**src/rtl/sbss_pkg.sv**
```systemverilog
// constants, codes and types of the status bit source select parameter bank
// ****************************************************************************
// ****************************************************************************
package sbss_pkg;
    // parameter addresses on the fieldbus
    localparam logic [15:0] ADDR_STATE_TRANSITION_MODE_CFG = 16'h1B26;
    localparam logic [15:0] ADDR_STATUS_WORD_LIMIT_SOURCE = 16'h1B3C;
    localparam logic [15:0] ADDR_PROFILE_MODE_CONTROL = 16'h1B3E;
    localparam logic [15:0] ADDR_PROFILE_REFERENCE_B = 16'h1B42;
    localparam logic [15:0] ADDR_PROFILE_REFERENCE_A = 16'h1B44;
    localparam logic [15:0] ADDR_MOTION_STATUS_LIMIT_SOURCE = 16'h1B6A;
    // selector code set
    localparam int SRC_W = 4;
    localparam logic [3:0] SRC_NONE = 4'h0;
    localparam logic [3:0] SRC_MAX = 4'hB;
    localparam logic [3:0] SRC_RESET = 4'h0;
    localparam int COND_N = 11;
    // transition mode codes
    localparam logic MODE_AUTOMATIC = 1'b0;
    localparam logic MODE_COMMANDED = 1'b1;
    localparam logic MODE_RESET = 1'b0;
    // reset values of the profile parameters
    localparam logic [15:0] CTRL_RESET = 16'h0000;
    localparam logic [15:0] REF_A_RESET = 16'h0000;
    localparam logic [31:0] REF_B_RESET = 32'h0000_0000;
    // displayed state numbers
    localparam logic [3:0] STATE_NUM_INHIBIT = 4'h3;
    localparam logic [3:0] STATE_NUM_ARMED = 4'h4;
    // drive state machine, one-hot
    typedef enum logic [1:0] {
        ST_POWER_INHIBIT = 2'b01,
        ST_ARMED = 2'b10
    } sbss_state_e;
endpackage

```
**src/rtl/sbss_cond_sel.sv**
```systemverilog
// condition multiplexer for one internal-limit status bit
`timescale 1ns/10ps
module sbss_cond_sel (
    input wire logic [3:0] sel_code,
    input wire logic [10:0] cond_vec,
    output logic sel_bit
);
    // ************************************************************************
    // selection
    // ************************************************************************
    // code n picks cond_vec[n-1]; code 0 and codes past the set read 0
    always_comb begin
        sel_bit = 1'b0;
        if (sel_code != sbss_pkg::SRC_NONE && sel_code <= sbss_pkg::SRC_MAX) begin
            sel_bit = cond_vec[sel_code - 4'h1];
        end
    end
endmodule // sbss_cond_sel

```
**src/rtl/sbss_top.sv**
```systemverilog
// parameter bank selecting internal-limit status sources and the 3-to-4 transition mode
`timescale 1ns/10ps
module sbss_top (
    input wire logic clk_sys,
    input wire logic resetn,
    input wire logic param_wr,
    input wire logic param_rd,
    input wire logic [15:0] param_addr,
    input wire logic [31:0] param_wdata,
    input wire logic [1:0] param_channel,
    output logic [31:0] param_rdata,
    output logic param_ack,
    output logic param_err,
    input wire logic profile_active,
    input wire logic [1:0] profile_channel,
    input wire logic power_stage_enabled,
    input wire logic cmd_shutdown,
    input wire logic cmd_disable_voltage,
    input wire logic nv_restore,
    input wire logic [3:0] nv_motion_src,
    input wire logic [3:0] nv_status_src,
    input wire logic nv_mode,
    output logic nv_save,
    input wire logic current_below_thr,
    input wire logic velocity_below_thr,
    input wire logic in_position_dev_win,
    input wire logic in_velocity_dev_win,
    input wire logic pos_reg_ch1,
    input wire logic pos_reg_ch2,
    input wire logic pos_reg_ch3,
    input wire logic pos_reg_ch4,
    input wire logic hw_limit_switch,
    input wire logic relative_move_after_capture,
    input wire logic position_window,
    output logic action_status_limit,
    output logic motion_status_limit,
    output logic status_word_limit,
    output logic [3:0] drive_state,
    output logic [15:0] profile_mode_control,
    output logic [15:0] profile_reference_a,
    output logic [31:0] profile_reference_b
);
    // ************************************************************************
    // helpers
    // ************************************************************************
    // one range check shared by both selectors and the restore path
    function automatic logic src_valid(input logic [31:0] v);
        src_valid = (v <= {28'h0000000, sbss_pkg::SRC_MAX});
    endfunction

    function automatic logic is_profile_addr(input logic [15:0] a);
        is_profile_addr = (a == sbss_pkg::ADDR_PROFILE_MODE_CONTROL) ||
                          (a == sbss_pkg::ADDR_PROFILE_REFERENCE_A) ||
                          (a == sbss_pkg::ADDR_PROFILE_REFERENCE_B);
    endfunction

    // ************************************************************************
    // state
    // ************************************************************************
    logic [3:0] motion_src_reg;
    logic [3:0] motion_src_next;
    logic [3:0] status_src_reg;
    logic [3:0] status_src_next;
    logic mode_reg;
    logic mode_next;
    logic [15:0] ctrl_reg;
    logic [15:0] ctrl_next;
    logic [15:0] ref_a_reg;
    logic [15:0] ref_a_next;
    logic [31:0] ref_b_reg;
    logic [31:0] ref_b_next;
    logic [31:0] rdata_reg;
    logic [31:0] rdata_next;
    logic ack_reg;
    logic ack_next;
    logic err_reg;
    logic err_next;
    logic save_reg;
    logic save_next;
    sbss_pkg::sbss_state_e state_reg;
    sbss_pkg::sbss_state_e state_next;
    logic [3:0] state_num_reg;
    logic [3:0] state_num_next;
    logic act_lim_reg;
    logic mot_lim_reg;
    logic sw_lim_reg;
    logic mot_sel;
    logic sw_sel;
    logic [10:0] cond_vec;
    logic chan_refused;

    // profile owner check: only while the profile is active does the owner matter
    assign chan_refused = profile_active && (param_channel != profile_channel);

    // ************************************************************************
    // parameter access
    // ************************************************************************
    // one request per cycle, answered by ack or err on the next edge; a request in a cycle with nv_restore high gets neither
    always_comb begin
        motion_src_next = motion_src_reg;
        status_src_next = status_src_reg;
        mode_next = mode_reg;
        ctrl_next = ctrl_reg;
        ref_a_next = ref_a_reg;
        ref_b_next = ref_b_reg;
        rdata_next = rdata_reg;
        ack_next = 1'b0;
        err_next = 1'b0;
        save_next = 1'b0;
        if (nv_restore) begin
            // invalid stored values fall back to defaults rather than poison the bits
            motion_src_next = src_valid({28'h0000000, nv_motion_src}) ? nv_motion_src :
                              sbss_pkg::SRC_RESET;
            status_src_next = src_valid({28'h0000000, nv_status_src}) ? nv_status_src :
                              sbss_pkg::SRC_RESET;
            mode_next = nv_mode;
        end else if (param_wr) begin
            ack_next = 1'b1;
            if (is_profile_addr(param_addr) && chan_refused) begin
                ack_next = 1'b0;
                err_next = 1'b1;
            end else begin
                case (param_addr)
                    sbss_pkg::ADDR_MOTION_STATUS_LIMIT_SOURCE: begin
                        if (src_valid(param_wdata)) begin
                            motion_src_next = param_wdata[3:0];
                            save_next = 1'b1;
                        end else begin
                            ack_next = 1'b0;
                            err_next = 1'b1;
                        end
                    end
                    sbss_pkg::ADDR_STATUS_WORD_LIMIT_SOURCE: begin
                        if (src_valid(param_wdata)) begin
                            status_src_next = param_wdata[3:0];
                            save_next = 1'b1;
                        end else begin
                            ack_next = 1'b0;
                            err_next = 1'b1;
                        end
                    end
                    sbss_pkg::ADDR_STATE_TRANSITION_MODE_CFG: begin
                        // a live power stage must not see its transition policy change
                        if (!power_stage_enabled && param_wdata[31:1] == 31'h00000000) begin
                            mode_next = param_wdata[0];
                            save_next = 1'b1;
                        end else begin
                            ack_next = 1'b0;
                            err_next = 1'b1;
                        end
                    end
                    sbss_pkg::ADDR_PROFILE_MODE_CONTROL: begin
                        ctrl_next = param_wdata[15:0];
                    end
                    sbss_pkg::ADDR_PROFILE_REFERENCE_A: begin
                        ref_a_next = param_wdata[15:0];
                    end
                    sbss_pkg::ADDR_PROFILE_REFERENCE_B: begin
                        ref_b_next = param_wdata;
                    end
                    default: begin
                        ack_next = 1'b0;
                        err_next = 1'b1;
                    end
                endcase
            end
        end else if (param_rd) begin
            ack_next = 1'b1;
            rdata_next = 32'h0000_0000;
            if (is_profile_addr(param_addr) && chan_refused) begin
                ack_next = 1'b0;
                err_next = 1'b1;
            end else begin
                case (param_addr)
                    sbss_pkg::ADDR_MOTION_STATUS_LIMIT_SOURCE: begin
                        rdata_next = {28'h0000000, motion_src_reg};
                    end
                    sbss_pkg::ADDR_STATUS_WORD_LIMIT_SOURCE: begin
                        rdata_next = {28'h0000000, status_src_reg};
                    end
                    sbss_pkg::ADDR_STATE_TRANSITION_MODE_CFG: begin
                        rdata_next = {31'h00000000, mode_reg};
                    end
                    sbss_pkg::ADDR_PROFILE_MODE_CONTROL: begin
                        rdata_next = {16'h0000, ctrl_reg};
                    end
                    sbss_pkg::ADDR_PROFILE_REFERENCE_A: begin
                        rdata_next = {16'h0000, ref_a_reg};
                    end
                    sbss_pkg::ADDR_PROFILE_REFERENCE_B: begin
                        rdata_next = ref_b_reg;
                    end
                    default: begin
                        ack_next = 1'b0;
                        err_next = 1'b1;
                    end
                endcase
            end
        end
    end

    always_ff @(posedge clk_sys or negedge resetn) begin
        if (!resetn) begin
            motion_src_reg <= sbss_pkg::SRC_RESET;
            status_src_reg <= sbss_pkg::SRC_RESET;
            mode_reg <= sbss_pkg::MODE_RESET;
            ctrl_reg <= sbss_pkg::CTRL_RESET;
            ref_a_reg <= sbss_pkg::REF_A_RESET;
            ref_b_reg <= sbss_pkg::REF_B_RESET;
            rdata_reg <= 32'h0000_0000;
            ack_reg <= 1'b0;
            err_reg <= 1'b0;
            save_reg <= 1'b0;
        end else begin
            motion_src_reg <= motion_src_next;
            status_src_reg <= status_src_next;
            mode_reg <= mode_next;
            ctrl_reg <= ctrl_next;
            ref_a_reg <= ref_a_next;
            ref_b_reg <= ref_b_next;
            rdata_reg <= rdata_next;
            ack_reg <= ack_next;
            err_reg <= err_next;
            save_reg <= save_next;
        end
    end

    // ************************************************************************
    // transition from state 3 to state 4
    // ************************************************************************
    // disable voltage wins over an arming request in the same cycle
    always_comb begin
        state_next = state_reg;
        case (state_reg)
            sbss_pkg::ST_POWER_INHIBIT: begin
                if (!cmd_disable_voltage &&
                    (mode_reg == sbss_pkg::MODE_AUTOMATIC || cmd_shutdown)) begin
                    state_next = sbss_pkg::ST_ARMED;
                end
            end
            sbss_pkg::ST_ARMED: begin
                if (cmd_disable_voltage) begin
                    state_next = sbss_pkg::ST_POWER_INHIBIT;
                end
            end
            default: begin
                state_next = sbss_pkg::ST_POWER_INHIBIT;
            end
        endcase
        state_num_next = (state_next == sbss_pkg::ST_ARMED) ? sbss_pkg::STATE_NUM_ARMED :
                         sbss_pkg::STATE_NUM_INHIBIT;
    end

    always_ff @(posedge clk_sys or negedge resetn) begin
        if (!resetn) begin
            state_reg <= sbss_pkg::ST_POWER_INHIBIT;
            state_num_reg <= sbss_pkg::STATE_NUM_INHIBIT;
        end else begin
            state_reg <= state_next;
            state_num_reg <= state_num_next;
        end
    end

    // ************************************************************************
    // status bit sources
    // ************************************************************************
    // condition order matches codes 1 to 11
    assign cond_vec = {position_window, relative_move_after_capture, hw_limit_switch,
                       pos_reg_ch4, pos_reg_ch3, pos_reg_ch2, pos_reg_ch1,
                       in_velocity_dev_win, in_position_dev_win,
                       velocity_below_thr, current_below_thr};

    sbss_cond_sel u_motion_sel (
        .sel_code(motion_src_reg),
        .cond_vec(cond_vec),
        .sel_bit(mot_sel)
    );

    sbss_cond_sel u_status_sel (
        .sel_code(status_src_reg),
        .cond_vec(cond_vec),
        .sel_bit(sw_sel)
    );

    // one register stage so the outputs are flop driven; costs a cycle of latency
    always_ff @(posedge clk_sys or negedge resetn) begin
        if (!resetn) begin
            act_lim_reg <= 1'b0;
            mot_lim_reg <= 1'b0;
            sw_lim_reg <= 1'b0;
        end else begin
            act_lim_reg <= mot_sel;
            mot_lim_reg <= mot_sel;
            sw_lim_reg <= sw_sel;
        end
    end

    // ************************************************************************
    // outputs
    // ************************************************************************
    assign param_rdata = rdata_reg;
    assign param_ack = ack_reg;
    assign param_err = err_reg;
    assign nv_save = save_reg;
    assign action_status_limit = act_lim_reg;
    assign motion_status_limit = mot_lim_reg;
    assign status_word_limit = sw_lim_reg;
    assign drive_state = state_num_reg;
    assign profile_mode_control = ctrl_reg;
    assign profile_reference_a = ref_a_reg;
    assign profile_reference_b = ref_b_reg;

    // ************************************************************************
    // checks
    // ************************************************************************
    bits_agree_a: assert property (@(posedge clk_sys) disable iff (!resetn)
        act_lim_reg == mot_lim_reg) else $error("status bit 9 copies differ");
    chan_pick_a: assert property (@(posedge clk_sys) disable iff (!resetn)
        (motion_src_reg == 4'h5) |=> (mot_lim_reg == $past(pos_reg_ch1)))
        else $error("code 5 not following channel 1");
    reserved_zero_a: assert property (@(posedge clk_sys) disable iff (!resetn)
        (status_src_reg == sbss_pkg::SRC_NONE) |=> !sw_lim_reg)
        else $error("reserved code drives status bit 11");
    sel_range_a: assert property (@(posedge clk_sys) disable iff (!resetn)
        (param_wr && !nv_restore && param_addr == sbss_pkg::ADDR_MOTION_STATUS_LIMIT_SOURCE
         && param_wdata > 32'h0000_000B) |=> (err_reg && $stable(motion_src_reg)))
        else $error("out of range selector accepted");
    sel_instant_a: assert property (@(posedge clk_sys) disable iff (!resetn)
        (param_wr && !nv_restore && !chan_refused && param_wdata == 32'h0000_0009 &&
         param_addr == sbss_pkg::ADDR_MOTION_STATUS_LIMIT_SOURCE && hw_limit_switch)
        ##1 hw_limit_switch |=> mot_lim_reg) else $error("selector change not immediate");
    auto_arm_a: assert property (@(posedge clk_sys) disable iff (!resetn)
        (state_reg == sbss_pkg::ST_POWER_INHIBIT && mode_reg == sbss_pkg::MODE_AUTOMATIC &&
         !cmd_disable_voltage) |=> (drive_state == sbss_pkg::STATE_NUM_ARMED))
        else $error("automatic transition missing");
    hold_inhibit_a: assert property (@(posedge clk_sys) disable iff (!resetn)
        (state_reg == sbss_pkg::ST_POWER_INHIBIT && mode_reg == sbss_pkg::MODE_COMMANDED &&
         !cmd_shutdown) |=> (state_reg == sbss_pkg::ST_POWER_INHIBIT))
        else $error("left state 3 without command");
    mode_lock_a: assert property (@(posedge clk_sys) disable iff (!resetn)
        (param_wr && !nv_restore && power_stage_enabled &&
         param_addr == sbss_pkg::ADDR_STATE_TRANSITION_MODE_CFG)
        |=> (err_reg && !ack_reg && $stable(mode_reg))) else $error("mode changed while enabled");
    chan_refuse_a: assert property (@(posedge clk_sys) disable iff (!resetn)
        (param_wr && !nv_restore && chan_refused &&
         param_addr == sbss_pkg::ADDR_PROFILE_REFERENCE_B)
        |=> (err_reg && $stable(ref_b_reg))) else $error("foreign channel wrote profile");
    ref_b_store_a: assert property (@(posedge clk_sys) disable iff (!resetn)
        (param_wr && !nv_restore && !chan_refused &&
         param_addr == sbss_pkg::ADDR_PROFILE_REFERENCE_B)
        |=> (ref_b_reg == $past(param_wdata) && ack_reg)) else $error("reference b not stored");
endmodule // sbss_top

```
**config.mk**
```make
export PLATFORM = sky130hd
export DESIGN_NAME = sbss_top
export DESIGN_NICKNAME = d
export VERILOG_FILES = /design/src/rtl/sbss_pkg.sv /design/src/rtl/sbss_cond_sel.sv /design/src/rtl/sbss_top.sv
export SDC_FILE = /design/constraint.sdc
export NUM_CORES = 1
export LEC_CHECK = 0
export BUFFER_PORTS_ARGS = -buffer_cell sky130_fd_sc_hd__buf_2
export CAP_MARGIN = 10
export CORE_MARGIN = 10
export CORE_UTILIZATION = 39
export DETAILED_ROUTE_END_ITERATION = 8
export HOLD_SLACK_MARGIN = 0.02
export SLEW_MARGIN = 10
export SYNTH_ARGS = -nofsm -noshare
export SYNTH_HDL_FRONTEND = slang
export SYNTH_SLANG_ARGS = --single-unit
export TNS_END_PERCENT = 10
```
**constraint.sdc**
```tcl
create_clock -name clk_sys -period 2.9 [get_ports clk_sys]
set_input_delay 0.58 -clock clk_sys [delete_from_list [all_inputs] [get_ports clk_sys]]
set_output_delay 0.58 -clock clk_sys [all_outputs]
set_load 0.005 [all_outputs]
```
# Word level (Yosys, flattened, before mapping)
# Cells that the tools add are included.
# totals
register_bits,115
in_bits,81
elab_cells,118
# op_classes
n_addsub,2
n_lt_le_gt_ge,7
eq_ne,11
mux,50
bitwise_logic,4
n_reduce_logical,30
# op_table
cell,count
$pmux W32 S6,1
$eq A16 B13 Y1 const B,6
$mux W4,11
$le A32 B4 Y1 const B,1
$mux W32,1
$logic_not A31 Y1,1
$mux W1,28
$reduce_and A4 Y1,6
$le A4 B4 Y1 const B,4
$reduce_bool A2 Y1,6
$lt A4 B5 Y1 const B,2
$bmux W1 S4,2
$reduce_bool A4 Y1,2
$sub A4 B1 Y4 const B,2
$logic_and A1 B1 Y1,6
$pmux W1 S3,2
$reduce_or A6 Y1,1
$eq A2 B2 Y1 const B,2
$mux W2,2
$not A1 Y1,4
$pmux W2 S2,1
$logic_or A1 B1 Y1,3
$mux W3,1
$reduce_and A3 Y1,1
7 further kinds,8

# Depth between registers and ports, before layout
# depth
depth_word,8
mapped_depth,9

# Modules after synthesis
# A second synthesis with hierarchy kept.
# unflattened
hier_cells,449
hier_area_um2,5651.7
# modules_own_cells
module,n_inst,cells_each,area_each_um2,seq_area_each_um2
sbss_top,1,408,5258.8,2855.2
sbss_cond_sel at u_motion_sel,1,20,196.4,0.0
sbss_cond_sel at u_status_sel,1,21,196.4,0.0

# Least setup slack after synthesis
# Ideal clock, no wire load.
# synth_path
kind,input -> register
from,input port param_addr[13]
to,register ctrl_reg[10] (netlist: profile_mode_control[10])
setup_time_ns,0.125
arrival_time_ns,2.169
required_time_ns,2.775
path_slack_ns,0.606
cell_stages,5
n_path_buf,1
path_cell_list,or4b_4 -> nor4_4 -> nand2_4 -> buf_6 -> mux2_4
# synth_via
elab_chain_cells,6
# synth_rtl
item,line_no,text
"start, declared",sbss_top.sv:8,"input wire logic [15:0] param_addr,"
$eq A16 B13 Y1 (on tied branches),"sbss_top.sv:52, sbss_top.sv:123, sbss_top.sv:53",
$logic_or A1 B1 Y1,sbss_top.sv:52,is_profile_addr = (a == sbss_pkg::ADDR_PROFILE_MODE_CONTROL) ||
$logic_or A1 B1 Y1,sbss_top.sv:53,(a == sbss_pkg::ADDR_PROFILE_REFERENCE_A) ||
$logic_and A1 B1 Y1,sbss_top.sv:119,if (is_profile_addr(param_addr) && chan_refused) begin
$not A1 Y1 (no line),--,
$reduce_and A4 Y1 (no line) *,--,
"end signal, assigned",sbss_top.sv:207,ctrl_reg <= sbss_pkg::CTRL_RESET;
"end signal, assigned",sbss_top.sv:218,ctrl_reg <= ctrl_next;
"end, declared",sbss_top.sv:66,logic [15:0] ctrl_reg;
# Mark *: on every way between the ends. The rest lies on a longest branch, timed or not.
# A chain may end at the register's enable or synchronous reset.

# Worst setup path in the final report
# layout_path
from,input port param_addr[4]
to,register ref_b_reg[8] (netlist: profile_reference_b[8])
# layout_via
elab_chain_cells,6
# layout_rtl
item,line_no,text
$eq A16 B13 Y1 (on tied branches),"sbss_top.sv:52, sbss_top.sv:53",
$logic_or A1 B1 Y1,sbss_top.sv:52,
$logic_or A1 B1 Y1,sbss_top.sv:53,
$logic_and A1 B1 Y1,sbss_top.sv:119,
$not A1 Y1 (no line),--,
$reduce_and A4 Y1 (no line) *,--,
"end signal, assigned",sbss_top.sv:209,ref_b_reg <= sbss_pkg::REF_B_RESET;
"end signal, assigned",sbss_top.sv:220,ref_b_reg <= ref_b_next;
"end, declared",sbss_top.sv:70,logic [31:0] ref_b_reg;
# Marked as above.

==> metrics.cfg <==
[outcome]
outcome=finished clean

[global_routing]
grt_max_degree=44
grt_pass1_vias=4986
overflow=0
grt_pass1_wl_um=28500
antenna_found_initial=1
gr-usage-all-layers_pct=18.4

[final_layout]
final_cell_area_um2=7260
nets=734
fill_cells=1230
layout-drive-gt1-share_pct=48.2
stdcell_count=841
area_delta_synth_final_pct=32.0

[sta]
period_minus_slack_ns=2.27
tightest_slew_ns=0.656
rsz0062_at_grt=false
post-route-period-util_pct=78.1
fmax_mhz=441
skew_ns=0.00545
setup_viol=0
hold_viol_final=0
slew_viol_final=0
hold_slack_ns=0.103
finalSetupTns_ns=0
relSlewSlack_pct=55.6

[placement]
dp_cells=810
place_area_um2=6700
dp_hpwl_um=13600
port_buffers=185
routabilityCongestion=0.950

[worst_setup_path]
r2r_start=status_src_reg[0]$_DFFE_PN0P_
crit_type=input port to register
critPathRequiredTime_ns=3.19
arrival_ns=2.55
startpoint_type=input port
crit_fanout=32
end_kind=register
r2r_cells=6
r2r_end=status_word_limit$_DFF_PN0_
reg2reg_slack_ns=0.78

[hold_path]
hp-class=input port to async pin

[flow_run]
maxCapViolCount=0

[logic_synthesis]
synth_nets=535
synthMuxAreaShare_pct=18.5
synth.distinct_cells=66
synth_ff_type=dfrtp_1
synth_top_area_share_pct=50.9
syn_area_um2=5500
synth-simple-area-share_pct=12.8
synth_top_area_cell=dfrtp_1
synth_top_family_by_area=multiplexers
yosysWarnings=0
avgSynthCellArea_um2=12.2
synth_xor_area_share_pct=0.637
yosysSeqAreaShare_pct=51.9
synthAdderAreaFrac_pct=0.910
synth_edf_count=0
synth_top_cells_by_area=dfrtp_1 (51%), mux2_2 (11%), mux2i_1 (2.9%)
async_flop_share_pct=100
synth_compound_area_share_pct=12.1
synthCells=450
ys_ff_latch=114

[detailed_routing]
drt_first_iter_violations=337
via_per_inst=5.59
route.final.wire_length_um=17900
wl_per_cell_um=21.3
via_count=4697
drc=0
drtAntennaViolNets=0
firstDrtPassIters=5

[clock_tree]
cts_setup_buffers=0
cts.clk_slew.worst_paths_ns=0.05
cts_resized=0
cts_buffer_depth=2
htreeDepth=4
tritoncts=built
cts_buffers=17
clock_latency_ns=0.41
hold_buffers=0
clockRootBuffer=clkbuf_16
cts.sink_count=114

[power_and_ir_drop]
power_frac_comb_pct=9.8
swShare_pct=23.2
power.leakage_nw=3.80
power.internal_mw=3.14
p_per_area_nw_per_um2=563
vdd_drop_max_v=0.000354
p_clk_share_pct=49.1
power_mw=4.09
share_seq_of_total_power_pct=41.2
p_sw_mw=0.949

[floorplanning]
die-height_um=139
rows=43
die-area_um2=19300
die_w_um=139
start_util_pct=39.8
design.portCount=187
core_area_um2=13800

worst max path at each step:
stage	from	endpoint	cells past startpoint	slack (ns)
6_report	param_addr[4]	profile_reference_b[8]$_DFFE_PN0P_	7	0.63
5_1_grt	param_addr[2]	param_rdata[6]$_DFFE_PN0P_	7	0.42
4_1_cts	param_wdata[7]	status_src_reg[1]$_DFFE_PN0P_	8	0.71
3_5_place_dp	param_addr[4]	profile_reference_b[8]$_DFFE_PN0P_	7	0.27
3_3_place_gp	param_addr[2]	status_src_reg[2]$_DFFE_PN0P_	7	0.25
2_1_floorplan	param_addr[13]	profile_mode_control[10]$_DFFE_PN0P_	5	0.61
synth_stat cells, types with 3 or more instances:
library cell,n
nand4_1,5
and3_1,8
nor4_1,10
a22o_1,17
inv_1,9
o22ai_1,3
a222oi_1,12
buf_4,3
buf_2,8
mux2i_1,16
mux2_4,10
nor3_1,3
a21oi_1,7
a211oi_1,3
nand3b_1,3
o21ai_0,32
a32o_1,3
clkbuf_1,13
nor3b_2,3
nand2_1,33
mux2_2,56
mux4_2,3
nand2b_1,3
nor2_1,11
nand3_1,8
ha_1,4
dfrtp_1,112
xnor2_1,3
metrics by stage:
| step | util (%) | setup slack [ns] |
|---|---|---|
| 2_1_floorplan | - | 0.606 |
| 3_3_place_gp | 48.4 | 0.248 |
| 3_5_place_dp | 48.4 | 0.272 |
| 4_1_cts | 52.5 | 0.707 |
| 5_1_grt | 52.5 | 0.421 |
| 6_report | 52.5 | 0.634 |
cells in the final DEF (no fill, tap or decap), types with 4 or more instances in the layout:
master / instances
inv_1: 9
nand4_1: 5
buf_4: 21
clkbuf_16: 17
a22o_1: 17
mux2_4: 10
o21ai_0: 32
nand3_1: 8
a222oi_1: 12
clkbuf_1: 4
buf_2: 184
nor2_1: 11
dfrtp_1: 112
and3_1: 8
mux2i_1: 16
mux2_2: 56
a21oi_1: 7
clkinv_2: 4
nand2_1: 33
nor4_1: 10
ha_1: 4
critical path: stages:
cell and delay (ns):
buf_2 0.12, nor3b_2 0.54, nor3b_2 0.32, nand3_1 0.13, nand2b_2 0.21, buf_4 0.28
mux2_1 0.36
power groups by stage:
stage | Sequential (mW) | Combinational, mW | Clock, mW
after floorplan | 1.70 | 0.214 | 0
after global placement | 1.70 | 0.384 | 0
after detailed placement | 1.71 | 0.400 | 0
after CTS | 1.68 | 0.402 | 2.04
after global routing | 1.69 | 0.448 | 2.10
final | 1.68 | 0.399 | 2.01
final cells by class:
class | instances | area [um^2] | share of cell area, %
tap | 180 | 225 | 3.10
sequential | 114 | 2860 | 39.3
multi-input combinational | 301 | 2490 | 34.2
clock inverter | 6 | 80.1 | 1.10
antenna | 1 | 2.50 | 0.0345
timing repair buffer | 206 | 1100 | 15.1
clock buffer | 24 | 482 | 6.63
inverter | 9 | 33.8 | 0.465
routing by layer:
| metal | global-route usage [%] | part of all wire, % |
|---|---|---|
| met4 | 6.53 | 2.1 |
| met5 | 0 | 0 |
| met2 | 28.5 | 46 |
| met1 | 23.3 | 44 |
| met3 | 6.44 | 7.8 |
cells by family (layout without fill, tap and decap cells):
| kind of cell | after synthesis | count (layout) |
|---|---|---|
| AOI/OAI and AO/OA | 92 | 92 |
| xor gates and xnor gates | 4 | 4 |
| adders and majority gates | 4 | 4 |
| buffers and inverters | 35 | 245 |
| DFF | 114 | 114 |
| muxes | 86 | 86 |
| other | 1 | 2 |
| and+or+nand+nor | 114 | 114 |
(Power assumes the default switching activity.)
